==> src/hw/wdc_pkg.sv <==
// Package with port addresses, register indices, field positions and timing for the watchdog
package wdc_pkg;
  // Host I/O port addresses
  localparam logic [15:0] IDX_PORT = 16'h004E;
  localparam logic [15:0] DAT_PORT = 16'h004F;
  // Sequence bytes on the index port
  localparam logic [7:0] UNLOCK_KEY = 8'h87;
  localparam logic [7:0] LOCK_KEY = 8'hAA;
  // Configuration indices
  localparam logic [7:0] IDX_LDN = 8'h07;
  localparam logic [7:0] IDX_COUNT_UNIT_SELECT = 8'hF3;
  localparam logic [7:0] IDX_TIMEOUT_COUNT = 8'hF4;
  localparam logic [7:0] IDX_WATCHDOG_CONTROL_STATUS = 8'hF5;
  localparam logic [7:0] WDT_LDN = 8'h08;
  // Field positions
  localparam int UNIT_MINUTE_BIT = 2;
  localparam int STAT_TIMEOUT_BIT = 4;
  localparam int STAT_FORCE_BIT = 5;
  localparam int STAT_INVERT_BIT = 6;
  // Reset values and fixed answers
  localparam logic [7:0] RESET_BYTE = 8'h00;
  localparam logic [7:0] ZERO_BYTE = 8'h00;
  localparam logic [7:0] IDLE_READ = 8'hFF;
  localparam logic [7:0] COUNT_ONE = 8'h01;
  // Time base
  localparam longint CLK_HZ = 125_000_000;
  localparam longint SEC_IN_NS = 1_000_000_000;
  localparam longint UNIT_SEC_NS = 1_000_000_000;
  localparam int CYC_PER_SEC = int'((UNIT_SEC_NS * CLK_HZ) / SEC_IN_NS);
  localparam int SEC_PER_MIN = 60;
  // Host access carried as one bundle
  typedef struct packed {
    logic wr;
    logic rd;
    logic [15:0] addr;
    logic [7:0] wdata;
  } wdc_io_req_t;
  // Configuration lock states
  typedef enum logic [1:0] {
    CFG_LOCKED,
    CFG_HALF,
    CFG_OPEN
  } wdc_cfg_state_t;
endpackage : wdc_pkg

==> src/hw/wdc_top.sv <==
// Watchdog timer behind an index/data configuration port pair
//
// Summary of operation
// - Two 0x87 index writes unlock configuration access.
// - F3, F4, F5 banked under watchdog device.
// - Unit bit 2: zero seconds, one minutes.
// - Unit and status registers reset to zero.
// - Nonzero count write loads and starts countdown.
// - Count read returns live counter value.
// - Zero count disables; resets to zero.
// - Load N times out after N units.
// - Status bit 6 inverts reported timeout polarity.
// - Status bit 5 forces timeout, self-clearing.
// - Status bit 4 flags timeout, read/write.
module wdc_top #(
  parameter int CYC_PER_SEC = wdc_pkg::CYC_PER_SEC, // Clock cycles per second
  parameter int SEC_PER_MIN = wdc_pkg::SEC_PER_MIN // Seconds per minute unit
) (
  input wire logic clk, // System clock, 125 MHz
  input wire logic rst_n, // Asynchronous reset, active low
  input wire logic io_wr, // Host I/O write strobe, one cycle
  input wire logic io_rd, // Host I/O read strobe, one cycle
  input wire logic [15:0] io_addr, // Host I/O port address
  input wire logic [7:0] io_wdata, // Host I/O write byte
  output logic [7:0] io_rdata, // Read byte, valid with io_rack
  output logic io_rack, // Read answer pulse, one cycle after io_rd
  output logic timeout_output // Watchdog timeout level, polarity per invert bit
);
  // Elaboration check: the time base cannot be built from smaller counts
  if (CYC_PER_SEC < 2 || SEC_PER_MIN < 1) begin : g_bad_time_base
    $error("wdc_top: time base counts too small");
  end

  // Configuration state and watchdog registers
  wdc_pkg::wdc_io_req_t req;
  wdc_pkg::wdc_cfg_state_t cfg_r;
  logic [7:0] index_r;
  logic [7:0] ldn_r;
  logic unit_min_r;
  logic [7:0] count_r;
  logic stat_to_r;
  logic invert_r;
  logic unit_tick;
  logic restart;

  // Host strobes come from logic on this clock, so they are used directly
  assign req = '{wr: io_wr, rd: io_rd, addr: io_addr, wdata: io_wdata};

  // Decoded host accesses
  logic idx_wr;
  logic dat_wr;
  logic dat_rd;
  logic open_cfg;
  logic wdt_sel;
  logic load_cnt;
  logic expire;
  logic stat_wr;

  assign idx_wr = req.wr && (req.addr == wdc_pkg::IDX_PORT);
  assign open_cfg = (cfg_r == wdc_pkg::CFG_OPEN);
  // Data port accesses count only while unlocked
  assign dat_wr = open_cfg && req.wr && (req.addr == wdc_pkg::DAT_PORT);
  assign dat_rd = open_cfg && req.rd && (req.addr == wdc_pkg::DAT_PORT);
  // Watchdog registers answer only under their logical device
  assign wdt_sel = (ldn_r == wdc_pkg::WDT_LDN);
  assign stat_wr = dat_wr && wdt_sel && (index_r == wdc_pkg::IDX_WATCHDOG_CONTROL_STATUS);
  assign load_cnt = dat_wr && wdt_sel && (index_r == wdc_pkg::IDX_TIMEOUT_COUNT);
  // Final unit of a running count; stops the watchdog at zero
  assign expire = unit_tick && (count_r == wdc_pkg::COUNT_ONE) && !load_cnt;
  // A fresh load starts a full unit so N loads give N whole units
  assign restart = load_cnt;

  // Lock sequence: two keys in succession open, the lock byte closes
  // Strobes are single-cycle, so idle cycles between the keys do not break the pair
  always_ff @(posedge clk or negedge rst_n) begin
    if (!rst_n) begin
      cfg_r <= wdc_pkg::CFG_LOCKED;
    end else if (req.wr || req.rd) begin
      unique case (cfg_r)
        wdc_pkg::CFG_LOCKED: begin
          if (idx_wr && req.wdata == wdc_pkg::UNLOCK_KEY) begin
            cfg_r <= wdc_pkg::CFG_HALF;
          end
        end
        wdc_pkg::CFG_HALF: begin
          // Any other access between the keys breaks the sequence
          if (idx_wr && req.wdata == wdc_pkg::UNLOCK_KEY) begin
            cfg_r <= wdc_pkg::CFG_OPEN;
          end else begin
            cfg_r <= wdc_pkg::CFG_LOCKED;
          end
        end
        wdc_pkg::CFG_OPEN: begin
          if (idx_wr && req.wdata == wdc_pkg::LOCK_KEY) begin
            cfg_r <= wdc_pkg::CFG_LOCKED;
          end
        end
      endcase
    end
  end

  // Index latch; the lock byte is not kept as an index
  // The index survives a relock, so software need not rewrite it after unlocking
  always_ff @(posedge clk or negedge rst_n) begin
    if (!rst_n) begin
      index_r <= wdc_pkg::RESET_BYTE;
    end else if (idx_wr && open_cfg && req.wdata != wdc_pkg::LOCK_KEY) begin
      index_r <= req.wdata;
    end
  end

  // Logical device number
  // Written from any bank so software can always reach the device number
  always_ff @(posedge clk or negedge rst_n) begin
    if (!rst_n) begin
      ldn_r <= wdc_pkg::RESET_BYTE;
    end else if (dat_wr && index_r == wdc_pkg::IDX_LDN) begin
      ldn_r <= req.wdata;
    end
  end

  // Count unit select; only bit 2 is kept, the rest is reserved
  // A unit change does not restart the divider; the new unit applies from the next second tick
  always_ff @(posedge clk or negedge rst_n) begin
    if (!rst_n) begin
      unit_min_r <= 1'b0;
    end else if (dat_wr && wdt_sel && index_r == wdc_pkg::IDX_COUNT_UNIT_SELECT) begin
      unit_min_r <= req.wdata[wdc_pkg::UNIT_MINUTE_BIT];
    end
  end

  wdc_unit_tick #(
    .CYC_PER_SEC(CYC_PER_SEC),
    .SEC_PER_MIN(SEC_PER_MIN)
  ) u_tick (
    .clk(clk),
    .rst_n(rst_n),
    .restart(restart),
    .minute_mode(unit_min_r),
    .unit_tick(unit_tick)
  );

  // Watchdog counter; a write of zero stops it, as does reaching zero
  // A load in the cycle of a unit tick wins, so the new count is kept whole
  always_ff @(posedge clk or negedge rst_n) begin
    if (!rst_n) begin
      count_r <= wdc_pkg::RESET_BYTE;
    end else if (load_cnt) begin
      count_r <= req.wdata;
    end else if (unit_tick && count_r != wdc_pkg::ZERO_BYTE) begin
      count_r <= count_r - wdc_pkg::COUNT_ONE;
    end
  end

  // Timeout flag: expiry or force sets it and wins over a software clear
  // A clear written in the cycle of an expiry is lost; software rereads to confirm
  always_ff @(posedge clk or negedge rst_n) begin
    if (!rst_n) begin
      stat_to_r <= 1'b0;
    end else if (expire || (stat_wr && req.wdata[wdc_pkg::STAT_FORCE_BIT])) begin
      stat_to_r <= 1'b1;
    end else if (stat_wr) begin
      stat_to_r <= req.wdata[wdc_pkg::STAT_TIMEOUT_BIT];
    end
  end

  // Polarity invert bit
  always_ff @(posedge clk or negedge rst_n) begin
    if (!rst_n) begin
      invert_r <= 1'b0;
    end else if (stat_wr) begin
      invert_r <= req.wdata[wdc_pkg::STAT_INVERT_BIT];
    end
  end

  // Reported timeout level; trails the flag by one cycle to stay registered
  // The invert bit acts on the pin only; status bit 4 always reads true sense
  always_ff @(posedge clk or negedge rst_n) begin
    if (!rst_n) begin
      timeout_output <= 1'b0;
    end else begin
      timeout_output <= stat_to_r ^ invert_r;
    end
  end

  // Read mux; force bit is write-only and always reads zero
  logic [7:0] rd_nxt;
  always_comb begin
    rd_nxt = wdc_pkg::IDLE_READ;
    if (dat_rd) begin
      // Unmapped indices under the open configuration read zero
      rd_nxt = wdc_pkg::ZERO_BYTE;
      if (index_r == wdc_pkg::IDX_LDN) begin
        rd_nxt = ldn_r;
      end else if (wdt_sel && index_r == wdc_pkg::IDX_COUNT_UNIT_SELECT) begin
        rd_nxt[wdc_pkg::UNIT_MINUTE_BIT] = unit_min_r;
      end else if (wdt_sel && index_r == wdc_pkg::IDX_TIMEOUT_COUNT) begin
        rd_nxt = count_r;
      end else if (wdt_sel && index_r == wdc_pkg::IDX_WATCHDOG_CONTROL_STATUS) begin
        rd_nxt[wdc_pkg::STAT_TIMEOUT_BIT] = stat_to_r;
        rd_nxt[wdc_pkg::STAT_INVERT_BIT] = invert_r;
      end
    end
  end

  // Read answer registered one cycle after the strobe
  // io_rdata holds between reads so a slow host may sample it late
  always_ff @(posedge clk or negedge rst_n) begin
    if (!rst_n) begin
      io_rdata <= wdc_pkg::IDLE_READ;
      io_rack <= 1'b0;
    end else begin
      io_rack <= req.rd;
      if (req.rd) begin
        io_rdata <= rd_nxt;
      end
    end
  end
endmodule : wdc_top

==> src/hw/wdc_unit_tick.sv <==
// Time-base divider giving one pulse per second or per minute
module wdc_unit_tick #(
  parameter int CYC_PER_SEC = wdc_pkg::CYC_PER_SEC,
  parameter int SEC_PER_MIN = wdc_pkg::SEC_PER_MIN
) (
  input wire logic clk, // System clock
  input wire logic rst_n, // Asynchronous reset, active low
  input wire logic restart, // Realign the divider to a fresh unit
  input wire logic minute_mode, // High for minute units
  output logic unit_tick // One-cycle pulse per elapsed unit
);
  // Elaboration check: the prescaler needs at least two cycles per second
  if (CYC_PER_SEC < 2 || SEC_PER_MIN < 1) begin : g_bad_divider
    $error("wdc_unit_tick: divider counts too small");
  end

  localparam int SW = $clog2(CYC_PER_SEC);
  localparam int MW = $clog2(SEC_PER_MIN + 1);
  localparam logic [SW-1:0] SEC_LAST = SW'(CYC_PER_SEC - 1);
  localparam logic [MW-1:0] MIN_LAST = MW'(SEC_PER_MIN - 1);

  logic [SW-1:0] cyc_r;
  logic [MW-1:0] sec_r;
  logic sec_tick;

  assign sec_tick = (cyc_r == SEC_LAST);

  // Cycle prescaler; restart keeps the first unit a full one
  always_ff @(posedge clk or negedge rst_n) begin
    if (!rst_n) begin
      cyc_r <= '0;
    end else if (restart || sec_tick) begin
      cyc_r <= '0;
    end else begin
      cyc_r <= cyc_r + SW'(1);
    end
  end

  // Second counter for the minute base
  always_ff @(posedge clk or negedge rst_n) begin
    if (!rst_n) begin
      sec_r <= '0;
    end else if (restart) begin
      sec_r <= '0;
    end else if (sec_tick) begin
      sec_r <= (sec_r == MIN_LAST) ? '0 : sec_r + MW'(1);
    end
  end

  // Registered unit pulse
  always_ff @(posedge clk or negedge rst_n) begin
    if (!rst_n) begin
      unit_tick <= 1'b0;
    end else begin
      unit_tick <= !restart && sec_tick && (!minute_mode || sec_r == MIN_LAST);
    end
  end
endmodule : wdc_unit_tick

==> config.mk <==
export PLATFORM = sky130hd
export DESIGN_NAME = wdc_top
export DESIGN_NICKNAME = d
export VERILOG_FILES = /design/src/hw/wdc_pkg.sv /design/src/hw/wdc_top.sv /design/src/hw/wdc_unit_tick.sv
export SDC_FILE = /design/constraint.sdc
export NUM_CORES = 1
export LEC_CHECK = 0
export BUFFER_PORTS_ARGS = -buffer_cell sky130_fd_sc_hd__buf_2
export CAP_MARGIN = 20
export CORE_MARGIN = 1
export CORE_UTILIZATION = 30
export DETAILED_ROUTE_END_ITERATION = 12
export PLACE_DENSITY = 0.45
export SYNTH_ARGS = -nofsm -noshare
export SYNTH_HDL_FRONTEND = slang
export SYNTH_SLANG_ARGS = --single-unit
==> constraint.sdc <==
create_clock -name clk -period 4.1 [get_ports clk]
set_input_delay 0.82 -clock clk [delete_from_list [all_inputs] [get_ports clk]]
set_output_delay 0.82 -clock clk [all_outputs]
set_load 0.02 [all_outputs]
==> flow_summary.json <==
{
  "insertion_delay_ns": 0.33,
  "rows": 40,
  "syn_nets": 403,
  "grt_max_degree": 74,
  "num_antenna_cells": 0,
  "reg2regPathDepth": 7,
  "synth_warnings": 0,
  "grt_pass1_vias": 2663,
  "gp_congestion": 0.7211,
  "pwr-share-seq": 0.451,
  "grt_use_total": 0.1426,
  "die-area_mm2": 0.01284,
  "p_int_w": 0.001282,
  "relSlewSlack": 0.3789,
  "antenna_found_initial": 0,
  "post-route-period-util": 0.6242,
  "switchingPower_w": 0.0003377,
  "ys_seq_area_frac": 0.4943,
  "cts_resized": 0,
  "start_kind": "register",
  "numCtsBuffers": 9,
  "die_h_um": 113.3,
  "grt_use_met2": 0.2098,
  "synth_top_flop_cell": "dfrtp_1",
  "hold_viol": 0,
  "power_density_mw_per_mm2": 367.8,
  "coreArea_mm2": 0.01206,
  "async_flop_share": 1.000,
  "p_leak_nw": 1.838,
  "final_cell_mix": "dfrtp_1, nor2_1, buf_2",
  "synth_area_mm2": 0.003716,
  "syn_to_final_growth_pct": 18.48,
  "min_to": "io_rdata[6]",
  "ctsHoldBuffers": 0,
  "grt_pass1_wl_um": 13890,
  "finalMaxSlewViolations": 0,
  "worstPathMaxFanout": 27,
  "synthDistinctLibCells": 56,
  "gr-total-overflow": 0,
  "switching_share": 0.2085,
  "drc_errors": 0,
  "regToRegSetupSlack_ns": 1.54,
  "min_period_ns": 2.559,
  "p_clk_frac": 0.505,
  "final_common_cell": "dfrtp_1",
  "max_freq_ghz": 0.3908,
  "fp.dieW_um": 113.3,
  "hold_class": "reg -> reg",
  "grt_use_met3": 0.02625,
  "cp-end-kind": "register",
  "holdPathStages": 2,
  "clock_sinks": 73,
  "clock_path_buffers": 2,
  "start_util": 0.3081,
  "hold_start": "io_rdata[6]",
  "met1_usage": 0.2004,
  "worst-setup-path-type": "reg -> reg",
  "cp.arrival_ns": 2.76,
  "report.final.setup_viol": 0,
  "dpl.hpwl_um": 5792,
  "ys_ff_latch": 73,
  "cts_tree": "yes",
  "finalWorstSetupSlack_ns": 1.541,
  "post_cts_buffers": 0,
  "tightest_slew_ns": 0.9316,
  "drv_cap": 0,
  "drive_gt1_frac": 0.2222,
  "reg2reg_to": "u_tick.cyc_r[4]",
  "wl_um": 8313,
  "nNetsFinal": 444,
  "antenna_left": 0,
  "rsz0062_at_grt": "no",
  "status": "finished clean",
  "combPwrFrac": 0.044,
  "required_ns": 4.30,
  "synth-edff-count": 0,
  "ir_worst_vdd_v": 0.0001686,
  "preCtsSetupSlack_ns": 1.203,
  "port_buffers": 37,
  "synth.avg_cell_area_um2": 10.10,
  "dr.pass1.iters": 4,
  "num_io_pins": 38,
  "final.setup.tns_ns": 0,
  "netlist_instances": 368,
  "num_vias": 2814,
  "drt_iter0_markers": 116,
  "top_usage_layer": "met2",
  "routed_via_density": 4.835,
  "route.detailed.wl_per_inst_um": 14.28,
  "r2r_start": "ldn_r[4]",
  "htree_levels": 3,
  "clock-root-buffer": "clkbuf_16",
  "clk_pin_slew_ns": 0.06,
  "finClkSkew_ns": 0.004620
}
[area by class of cell]
class / instances / area, um^2
clock buffer: 10 / 229.0
sequential: 73 / 1837
fill: 1220 / 7659
multi-input combinational: 271 / 1782
inverter: 14 / 52.55
clock inverter: 6 / 82.58
timing repair buffer: 40 / 210.2
tap: 168 / 210.2
[kinds of logic after synthesis]
family	Yosys count	share of synthesized area
AND/OR/NAND/NOR	171	0.2468
flip-flops	73	0.4943
AO/OA/AOI/OAI	41	0.07037
XOR/XNOR	29	0.06835
buffers and inverters	24	0.02862
multiplexers	23	0.06801
adder cells (fa/ha/maj)	7	0.02357
[worst max path at each step]
stage                      from                to  cells after the start
floorplan           io_addr[12]  u_tick.cyc_r[18]                      7
global placement    io_addr[12]   u_tick.cyc_r[3]                      8
detailed placement   io_addr[7]   u_tick.cyc_r[6]                      8
CTS                    ldn_r[4]  u_tick.cyc_r[18]                      7
global route           ldn_r[4]   u_tick.cyc_r[4]                      7
finish                 ldn_r[4]   u_tick.cyc_r[4]                      7
[registers in the layout, summed over array words and instances, names as in the netlist, 2 cells and up]
signal        cells
ldn_r             8
count_r           8
u_tick.cyc_r     27
index_r           8
u_tick.sec_r      6
io_rdata          8
cfg_r             2
[routing by layer]
| layer | routed length (um) | vias up |
|---|---|---|
| met5 | 0 | - |
| met2 | 3629 | 32 |
| met1 | 4347 | 1377 |
| met4 | 172 | 0 |
| li1 | - | 1393 |
| met3 | 164 | 12 |
[through the flow]
| step | instances | util | instance area, um^2 | power (W) | hold slack [ns] |
|---|---|---|---|---|---|
| 6_report | 582 | 0.3650 | 4403 | 0.001619 | 0.4841 |
| 4_1_cts | 582 | 0.3650 | 4403 | 0.001652 | 0.4839 |
| 5_1_grt | 582 | 0.3650 | 4403 | 0.001685 | 0.4951 |
| 2_1_floorplan | 368 | - | 3716 | 0.0007724 | 0.4451 |
| 3_5_place_dp | 566 | 0.3392 | 4091 | 0.0008164 | 0.4760 |
| 3_3_place_gp | 566 | 0.3392 | 4091 | 0.0008122 | 0.4765 |
[Yosys cell counts (2+ instances only)]
cell	instances	area [um^2]
nor4_1	9	56.30
a21oi_1	8	40.04
or2_2	2	12.51
a21o_1	2	15.01
dfrtp_1	65	1627
mux2i_1	5	50.05
and4_1	6	52.55
o21ai_0	10	50.05
dfstp_2	8	210.2
buf_4	2	15.01
nor2_1	52	195.2
or4_1	4	30.03
ha_1	7	87.58
nor3_1	6	30.03
or3_1	2	12.51
inv_1	14	52.55
a22oi_1	2	15.01
nand2_1	34	127.6
xor2_1	12	105.1
mux2_2	18	202.7
a31oi_1	8	50.05
nand3_1	16	80.08
and3_1	4	25.02
nor3b_1	3	22.52
clkbuf_1	5	18.77
a211oi_1	4	30.03
nor2b_1	3	18.77
nand4_1	10	62.56
nor4b_1	4	35.03
xnor2_1	17	148.9
[critical path, stage by stage, from the launching register on]
cell	delay (ns)
dfrtp_1	0.40
nor4_1	0.52
nand4_1	0.36
nor4_4	0.32
buf_4	0.31
or2b_1	0.14
buf_4	0.28
nor2_1	0.09
[power groups by stage]
stage	registers (W)	clock network [W]	logic, W
4_1_cts	0.000729	0.000848	0.0000745
6_report	0.000730	0.000818	0.0000720
2_1_floorplan	0.000743	0	0.0000297
3_3_place_gp	0.000742	0	0.0000702
3_5_place_dp	0.000742	0	0.0000743
5_1_grt	0.000730	0.000873	0.0000815
(Power assumes the default switching activity.)
